## src/hw/supply_sel_regs.svh

```systemverilog
/*
 Timing constants and channel count for the prioritized supply selector.
 Assumes inclusion by the validator and selector files; needs no package.
*/
`ifndef SUPPLY_SEL_REGS_SVH
`define SUPPLY_SEL_REGS_SVH
`define CLK_MHZ          250
`define VALID_TIME_MS    256
`define FAULT_TIME_US    8
`define SOFT_TIME_MS     32
`define VALID_CYCLES     (`VALID_TIME_MS * 1000 * `CLK_MHZ)
`define FAULT_CYCLES     (`FAULT_TIME_US * `CLK_MHZ)
`define SOFT_CYCLES      (`SOFT_TIME_MS * 1000 * `CLK_MHZ)
`define NUM_CH           3
`endif

```

## src/hw/supply_sel_pkg.sv

```systemverilog
/*
 Types shared by the supply selector.
 Assumes nothing of its surroundings.
*/
package supply_sel_pkg;
   typedef enum logic [3:0] {
      ST_IDLE    = 4'h1,
      ST_RELEASE = 4'h2,
      ST_WAITREV = 4'h4,
      ST_ON      = 4'h8
   } sel_state_t;
endpackage

```

## src/hw/chan_validator.sv

```systemverilog
/*
 One channel's window validation: synchronizer, fault filter and timer.
 Assumes comparator flags are asynchronous and active high.
*/
`timescale 1ns/1ps
`include "supply_sel_regs.svh"
module chan_validator #(
   parameter int VALID_CNT = `VALID_CYCLES,
   parameter int FAULT_CNT = `FAULT_CYCLES
)(
   // Clock and reset
   input  wire logic clk,
   input  wire logic rst,
   // Comparator flags, asynchronous
   input  wire logic over_limit,
   input  wire logic under_limit,
   // Monitoring allowed
   input  wire logic monitor_en,
   // Results
   output logic      valid,
   output logic      fault_filtered
);
   logic [1:0] s_over;
   logic [1:0] s_under;
   logic [31:0] vcnt;
   logic [31:0] next_vcnt;
   logic [31:0] fcnt;
   logic [31:0] next_fcnt;
   logic        next_valid;
   logic        next_fault;
   logic        outside;

   // Two-stage synchronizers
   always_ff @(posedge clk)
   begin
      if (rst)
      begin
         s_over  <= 2'h0;
         s_under <= 2'h3;
      end
      else
      begin
         s_over  <= {s_over[0], over_limit};
         s_under <= {s_under[0], under_limit};
      end
   end

   assign outside = s_over[1] | s_under[1];

   // Timer and filter next state
   always_comb
   begin
      next_vcnt  = vcnt;
      next_valid = valid;
      next_fcnt  = fcnt;
      next_fault = fault_filtered;
      if (!monitor_en)
      begin
         next_vcnt  = 32'h0;
         next_valid = 1'b0;
         next_fcnt  = 32'h0;
         next_fault = 1'b0;
      end
      else if (outside)
      begin
         next_vcnt  = 32'h0;
         next_valid = 1'b0;
         if (fcnt >= 32'(FAULT_CNT - 1))
            next_fault = 1'b1;
         else
            next_fcnt = fcnt + 32'h1;
      end
      else
      begin
         next_fcnt  = 32'h0;
         next_fault = 1'b0;
         if (vcnt >= 32'(VALID_CNT - 1))
            next_valid = 1'b1;
         else
            next_vcnt = vcnt + 32'h1;
      end
   end

   // Register timers
   always_ff @(posedge clk)
   begin
      if (rst)
      begin
         vcnt           <= 32'h0;
         valid          <= 1'b0;
         fcnt           <= 32'h0;
         fault_filtered <= 1'b0;
      end
      else
      begin
         vcnt           <= next_vcnt;
         valid          <= next_valid;
         fcnt           <= next_fcnt;
         fault_filtered <= next_fault;
      end
   end
endmodule

```

## src/hw/supply_selector.sv

```systemverilog
/*
 Prioritized three-input supply selector control logic.
 Assumes comparators and gate drivers outside; all their flags are asynchronous.
*/
`timescale 1ns/1ps
`include "supply_sel_regs.svh"
// Operation
// - Input one has top priority, input three lowest, fixed by position.
// - Input valid after 256 ms continuously in window; connect best valid.
// - Each active-low valid indicator goes low while its input is valid.
// - Connected input out of window 8 us is dropped, next valid connects.
// - Higher input becoming valid replaces a connected lower one.
// - Next channel connects only after releasing gate is latched off.
// - Connection waits for latched reverse-block indication, cleared at turn-off.
// - First connection soft-starts; ends at any disconnect or after 32 ms.
// - After soft-start gates switch fast without ramping.
// - Shutdown release or output below 0.7 V re-arms soft-start.
// - Enable low disconnects all channels; monitoring and indicators continue.
// - Cascade high when all invalid, gates off, enabled; low when any valid.
// - Shutdown disconnects all, disables monitoring and resets validation timers.
module supply_selector #(
   parameter int VALID_CNT = `VALID_CYCLES,
   parameter int FAULT_CNT = `FAULT_CYCLES,
   parameter int SOFT_CNT  = `SOFT_CYCLES
)(
   // Clock and reset
   input  wire logic       CLK_SYS,
   input  wire logic       RST,
   // Window comparator flags, one bit per channel, bit 0 = first
   input  wire logic [2:0] OVER_LIMIT,
   input  wire logic [2:0] UNDER_LIMIT,
   // Control inputs
   input  wire logic       ENABLE,
   input  wire logic       POWER_DOWN_N,
   // Gate and rail sense
   input  wire logic [2:0] GATE_OFF_DETECT,
   input  wire logic [2:0] REVERSE_BLOCK_DETECT,
   input  wire logic       OUTPUT_RAIL_LOW,
   // Gate drive, high = channel on
   output logic [2:0]      GATE_DRIVE,
   output logic            SLEW_LIMIT,
   // Indicators
   output logic [2:0]      INPUT_OK_N,
   output logic            CASCADE_OUT
);
   logic [1:0] s_en;
   logic [1:0] s_pd;
   logic [1:0] s_low;
   logic [2:0] s_goff0;
   logic [2:0] s_goff;
   logic [2:0] s_rev0;
   logic [2:0] s_rev;
   logic       pd_prev;
   logic [2:0] valid;
   logic [2:0] fault;
   logic       monitor_en;
   logic [2:0] best;
   logic [2:0] usable;
   supply_sel_pkg::sel_state_t state;
   supply_sel_pkg::sel_state_t next_state;
   logic [2:0] target;
   logic [2:0] next_target;
   logic [2:0] next_gate;
   logic [2:0] off_latch;
   logic [2:0] next_off_latch;
   logic [2:0] rev_latch;
   logic [2:0] next_rev_latch;
   logic       soft_armed;
   logic       next_soft_armed;
   logic       next_slew;
   logic [31:0] scnt;
   logic [31:0] next_scnt;
   logic [2:0] next_ok_n;
   logic       next_cas;
   logic       run;

   // Control synchronizers
   always_ff @(posedge CLK_SYS)
   begin
      if (RST)
      begin
         s_en    <= 2'h0;
         s_pd    <= 2'h0;
         s_low   <= 2'h3;
         s_goff0 <= 3'h7;
         s_goff  <= 3'h7;
         s_rev0  <= 3'h0;
         s_rev   <= 3'h0;
         pd_prev <= 1'b0;
      end
      else
      begin
         s_en    <= {s_en[0], ENABLE};
         s_pd    <= {s_pd[0], POWER_DOWN_N};
         s_low   <= {s_low[0], OUTPUT_RAIL_LOW};
         s_goff0 <= GATE_OFF_DETECT;
         s_goff  <= s_goff0;
         s_rev0  <= REVERSE_BLOCK_DETECT;
         s_rev   <= s_rev0;
         pd_prev <= s_pd[1];
      end
   end

   assign monitor_en = s_pd[1];
   assign run        = s_pd[1] & s_en[1];

   // Per-channel validation
   genvar g;
   generate
      for (g = 0; g < `NUM_CH; g++)
      begin : g_ch
         chan_validator #(
            .VALID_CNT (VALID_CNT),
            .FAULT_CNT (FAULT_CNT)
         ) u_val (
            .clk            (CLK_SYS),
            .rst            (RST),
            .over_limit     (OVER_LIMIT[g]),
            .under_limit    (UNDER_LIMIT[g]),
            .monitor_en     (monitor_en),
            .valid          (valid[g]),
            .fault_filtered (fault[g])
         );
      end
   endgenerate

   // Connected channel rides out an excursion until its fault filter trips
   assign usable = (valid | GATE_DRIVE) & ~fault;

   // Highest-priority usable channel, bit 0 wins
   always_comb
   begin
      best = 3'h0;
      if (usable[0])
         best = 3'h1;
      else if (usable[1])
         best = 3'h2;
      else if (usable[2])
         best = 3'h4;
   end

   // Selection sequencer next state
   always_comb
   begin
      next_state     = state;
      next_target    = target;
      next_gate      = GATE_DRIVE;
      next_off_latch = off_latch | s_goff;
      next_rev_latch = rev_latch | (s_rev & target);
      unique case (state)
         supply_sel_pkg::ST_IDLE:
         begin
            if (run && best != 3'h0)
            begin
               next_target = best;
               next_state  = supply_sel_pkg::ST_WAITREV;
            end
         end
         supply_sel_pkg::ST_RELEASE:
         begin
            // Break before make: wait for all gates latched off
            if ((off_latch & s_goff) == 3'h7)
               next_state = supply_sel_pkg::ST_IDLE;
         end
         supply_sel_pkg::ST_WAITREV:
         begin
            if (!run || best != target)
               next_state = supply_sel_pkg::ST_IDLE;
            else if ((rev_latch & target) != 3'h0)
            begin
               next_gate      = target;
               next_off_latch = off_latch & ~target;
               next_state     = supply_sel_pkg::ST_ON;
            end
         end
         supply_sel_pkg::ST_ON:
         begin
            // Drop on fault, better input, or disable
            if (!run || best != target)
            begin
               next_gate      = 3'h0;
               next_rev_latch = 3'h0;
               next_state     = supply_sel_pkg::ST_RELEASE;
            end
            else
               next_off_latch = off_latch & ~target;
         end
      endcase
   end

   // Soft-start control next state
   always_comb
   begin
      next_soft_armed = soft_armed;
      next_slew       = SLEW_LIMIT;
      next_scnt       = scnt;
      if (state == supply_sel_pkg::ST_WAITREV && next_state == supply_sel_pkg::ST_ON
          && soft_armed)
      begin
         next_slew       = 1'b1;
         next_soft_armed = 1'b0;
         next_scnt       = 32'h0;
      end
      else if (SLEW_LIMIT)
      begin
         if (next_state == supply_sel_pkg::ST_RELEASE || scnt >= 32'(SOFT_CNT - 1))
            next_slew = 1'b0;
         else
            next_scnt = scnt + 32'h1;
      end
      // Re-arm wins over use in the same cycle
      if ((s_pd[1] && !pd_prev) || s_low[1])
         next_soft_armed = 1'b1;
   end

   // Indicators next state
   always_comb
   begin
      next_ok_n = ~valid;
      next_cas  = CASCADE_OUT;
      if (!s_pd[1])
         next_cas = 1'b1;
      else if (!s_en[1] || valid != 3'h0)
         next_cas = 1'b0;
      else if (s_goff == 3'h7)
         next_cas = 1'b1;
   end

   // Register all state
   always_ff @(posedge CLK_SYS)
   begin
      if (RST)
      begin
         state       <= supply_sel_pkg::ST_IDLE;
         target      <= 3'h0;
         GATE_DRIVE  <= 3'h0;
         off_latch   <= 3'h0;
         rev_latch   <= 3'h0;
         soft_armed  <= 1'b1;
         SLEW_LIMIT  <= 1'b0;
         scnt        <= 32'h0;
         INPUT_OK_N  <= 3'h7;
         CASCADE_OUT <= 1'b0;
      end
      else
      begin
         state       <= next_state;
         target      <= next_target;
         GATE_DRIVE  <= next_gate;
         off_latch   <= next_off_latch;
         rev_latch   <= next_rev_latch;
         soft_armed  <= next_soft_armed;
         SLEW_LIMIT  <= next_slew;
         scnt        <= next_scnt;
         INPUT_OK_N  <= next_ok_n;
         CASCADE_OUT <= next_cas;
      end
   end
endmodule

```

## config.mk

```make
export PLATFORM = sky130hd
export DESIGN_NAME = supply_selector
export DESIGN_NICKNAME = d
export VERILOG_FILES = /design/src/hw/supply_sel_pkg.sv /design/src/hw/chan_validator.sv /design/src/hw/supply_selector.sv
export VERILOG_INCLUDE_DIRS = /design/src /design/src/hw
export SDC_FILE = /design/constraint.sdc
export NUM_CORES = 1
export LEC_CHECK = 0
export BUFFER_PORTS_ARGS = -buffer_cell sky130_fd_sc_hd__buf_2
export CORE_MARGIN = 2
export CORE_UTILIZATION = 60
export CTS_CLUSTER_SIZE = 8
export DETAILED_ROUTE_END_ITERATION = 6
export HOLD_SLACK_MARGIN = 0.12
export PLACE_DENSITY_LB_ADDON = 0.25
export SYNTH_ARGS = -nofsm -noshare
export SYNTH_HDL_FRONTEND = slang
export SYNTH_SLANG_ARGS = --single-unit
export TNS_END_PERCENT = 100
```

## constraint.sdc

```tcl
create_clock -name CLK_SYS -period 4.48 [get_ports CLK_SYS]
set_input_delay 1.12 -clock CLK_SYS [delete_from_list [all_inputs] [get_ports CLK_SYS]]
set_output_delay 1.12 -clock CLK_SYS [all_outputs]
set_load 0.03 [all_outputs]
```

==> run_results.csv <==
group,metric,value,unit
final_layout,area_growth_syn_to_layout,12.7,%
setup_path,end_kind,"register",
synthesis,synth_xor_area_share,5.68,%
synthesis,synth_area_per_cell,9.21,um2
global_route,overflow,0,
global_route,grt_usage,22.2,%
final_layout,stdcell_count,1491,
synthesis,ys_types,69,
sta,holdWs,402,ps
cts,cts_tree,"done",
run_status,status,"finished, final reports clean",
final_layout,drive_above_1_share,9.63,%
synthesis,syn_nets,1246,
routing,drt_first_iter_violations,537,
die,std_cell_rows,50,
routing,routed_wl,21800,um
sta,timing.final.crit_share,70.7,%
synthesis,syn-cell-area,11300,um2
routing,via_per_inst,5.79,
worst_hold_path,holdPathStages,1,
final_layout,layout.nets,1279,
worst_hold_path,hp-start,"g_ch[2].u_val.s_under[0]$_SDFF_PP1_",
setup_path,rr_startpoint,"g_ch[1].u_val.valid$_SDFFE_PP0P_",
setup_path,reg2reg_to,"scnt[18]$_SDFFE_PP0P_",
synthesis,synth_fa_ha_area_share,0.778,%
synthesis,yosys_warnings,0,
global_route,grt_pass1_wl,37600,um
sta,fmax,316,MHz
routing,dr.pass1.iters,5,
routing,ant_nets,0,
routing,drc,0,
job,maxCapViolations,0,
placement,io_buffers,24,
worst_hold_path,holdPathEnd,"g_ch[2].u_val.s_under[1]$_SDFF_PP1_",
synthesis,synth-edff-count,0,
routing,num_vias,8636,
sta,hold_violations,0,
global_route,grt_pass1_vias,8106,
synthesis,synth_top_cell_area_share,50.4,%
global_route,grt_antenna_before_repair,0,
cts,clk_root_buffer_cell,"clkbuf_16",
worst_hold_path,hp-class,"register to register",
cts,cts_buffers,41,
cts,clockBufferDepth,3,
sta,drv_slew,0,
synthesis,synth_top_area_cell,"dfxtp_1",
sta,fin_crit,3170,ps
power,power_density,417,nW/um2
setup_path,critPathBufInv,0,
cts,cts.sinks,283,
routing,wl_per_cell,14.6,um
setup_path,reg2reg_depth,6,
setup_path,start_kind,"register",
placement,gp_congestion,0.869,
sta,max_slew.worst_pin.slew,1300,ps
synthesis,synth_compound_area_share,10.5,%
die,coreArea,18600,um2
placement,detailed_place_hpwl,14100,um
synthesis,synth_top_family_by_area,"simple AND/OR/NAND/NOR gates",
synthesis,synth.mux.area_fraction,0.712,%
placement,placed_cells_incl_taps,1446,
final_layout,final_area,12700,um2
die,dieArea,19900,um2
final_layout,n_antenna_cell,0,
synthesis,ys_ff_latch,283,
setup_path,worstSetupPathType,"register to register",
setup_path,cp-startpoint,"g_ch[1].u_val.valid$_SDFFE_PP0P_",
placement,placed_area,11600,um2
sta,setup_viol,0,
cts,cts_hold_buf,0,
setup_path,worstPathMaxFanout,37,
synthesis,synth_simple_gate_area_share,29.5,%
setup_path,required,4910,ps
setup_path,arrival,3600,ps
die,ios,25,
synthesis,synthFlopType,"dfxtp_1",
die,start_util,60.6,%
setup_path,rrSetupSlack,1310,ps
sta,final.setup_skew,13.9,ps
setup_path,critPathTopFamily,"simple AND/OR/NAND/NOR gates",
sta,rsz0062_at_grt,"false",
synthesis,seq_area_frac_synth,50.4,%
final_layout,fillers,1451,
cts,htree_levels,2,
die,dieHeight,141,um
setup_path,max_stage_delay,900,ps
synthesis,ys_async_sr_fraction,0,%
synthesis,syn_inst,1222,
setup_path,critical-path-slowest-cell,"nand3_1",
cts,worstSkewPairLatency,510,ps
power,vdd_drop_max,0.000433,V
cts,postCtsSetupBuffers,0,
setup_path,crit_chain,"o21bai_1, a31oi_1, o311ai_2, nand3_1, or4_1, a21oi_1",
sta,relSlewSlack,12.3,%
die,die_width,141,um
cts,cts_resized,0,
global_route,grt_max_degree,48,
synthesis,ys_top_cells_by_area,"dfxtp_1 (50%), xor2_1 (4.7%), and2_1 (4.3%), nor2_1 (4.1%), nand3_1 (2.8%)",
power,leakage,4.76,nW
sta,tns,0,ps
cts,path_clk_slew,50,ps
-- state kept, by name (all words and copies together) (netlist names), 3 cells and up --
register	cells
target	3
g_ch.u_val.valid	3
INPUT_OK_N	3
g_ch.u_val.fcnt	96
off_latch	3
GATE_DRIVE	3
rev_latch	3
g_ch.u_val.fault_filtered	3
s_rev0	3
g_ch.u_val.vcnt	96
s_goff	3
state	4
scnt	32
g_ch.u_val.s_under	6
s_rev	3
g_ch.u_val.s_over	6
s_goff0	3
-- cell type report --
class,count,area (um2),area share [%]
Inverter,22,82.6,0.652
Timing Repair Buffer,38,225,1.78
Clock buffer,43,1050,8.32
Tap cell,234,293,2.31
Sequential cell,283,5670,44.7
Clock inverter,2,46.3,0.365
Multi-Input combinational cell,869,5310,41.9
-- routing by layer --
| layer | routed length, um | global-route usage (%) | up-vias |
|---|---|---|---|
| met4 | 451 | 7.21 | 0 |
| met3 | 896 | 3.74 | 44 |
| met2 | 9890 | 36.4 | 161 |
| met1 | 10600 | 30.3 | 4005 |
| met5 | 0 | 0 | - |
| li1 | - | - | 4426 |
-- through the flow --
step	utilization (%)	setup WS, ps	power, mW
2_1_floorplan	-	2070	2.63
3_3_place_gp	62.3	1390	2.65
3_5_place_dp	62.3	1270	2.65
4_1_cts	68.2	1350	5.35
5_1_grt	68.2	1080	5.46
6_report	68.2	1310	5.29
-- worst max path at each step --
stage / endpoint / slack [ps] / cells past startpoint
2_1_floorplan: g_ch[0].u_val.vcnt[8]$_SDFFE_PP0N_ / 2070 / 5
3_3_place_gp: g_ch[0].u_val.vcnt[8]$_SDFFE_PP0N_ / 1390 / 7
3_5_place_dp: g_ch[0].u_val.vcnt[8]$_SDFFE_PP0N_ / 1270 / 7
4_1_cts: scnt[18]$_SDFFE_PP0P_ / 1350 / 6
5_1_grt: scnt[21]$_SDFFE_PP0P_ / 1080 / 6
6_report: scnt[18]$_SDFFE_PP0P_ / 1310 / 6
-- power breakdown --
part	internal [mW]	switching, mW	total, mW	leakage (nW)
logic	0.0210	0.0345	0.0554	1.93
clock network	1.70	0.990	2.69	0.540
registers	2.54	0.00778	2.55	2.29
-- cells in the final DEF (no fill, tap or decap), types with 3 or more instances in the layout --
cell,synthesis,routed
o211ai_1,5,5
nand2b_1,4,4
xor2_1,60,60
o21ai_0,22,22
a22o_1,4,4
buf_4,0,14
or4_1,27,27
ha_1,7,7
nor2_1,124,124
o41ai_1,7,7
and4b_1,3,3
clkbuf_16,0,42
nand3_1,63,63
nand2_1,75,75
o21ba_2,3,3
nand4_1,45,45
mux2i_1,8,8
and3_1,47,47
and4_1,17,17
a21o_1,3,3
o21a_1,9,9
nor4_1,29,29
nor2b_1,20,20
inv_1,22,22
or3_1,15,15
and2_1,78,78
xnor2_1,13,13
buf_2,6,24
o21bai_1,4,4
dfxtp_1,283,283
or2_2,21,21
nor3_1,25,25
a21oi_1,56,56
a31oi_1,9,9
o31ai_1,24,24
-- worst reg2reg max path: stages, from the launching register on --
cell	delay, ps
dfxtp_1	360
o21bai_1	270
a31oi_1	200
o311ai_2	370
nand3_1	900
or4_1	820
a21oi_1	160
-- kinds of logic after synthesis --
family | Yosys count
compound gates | 173
xor+xnor | 73
fa+ha+maj | 7
buf+inv | 70
flops | 283
mux | 8
simple gates | 608
-- cells in the mapped netlist, drive strengths merged (4+ instances only) --
cell type,number
dfxtp,283
nor2,124
and2,79
nand2,76
nand3,63
xor2,60
a21oi,57
and3,47
nand4,45
clkbuf,38
nor4,30
or4,28
nor3,26
o31ai,25
o21ai,23
inv,22
or2,21
nor2b,20
and4,18
or3,16
xnor2,13
buf,10
a31oi,9
o21a,9
mux2i,8
ha,7
o41ai,7
o211ai,5
o21bai,5
a22o,4
nand2b,4
Power figures use the tool's default switching activity.
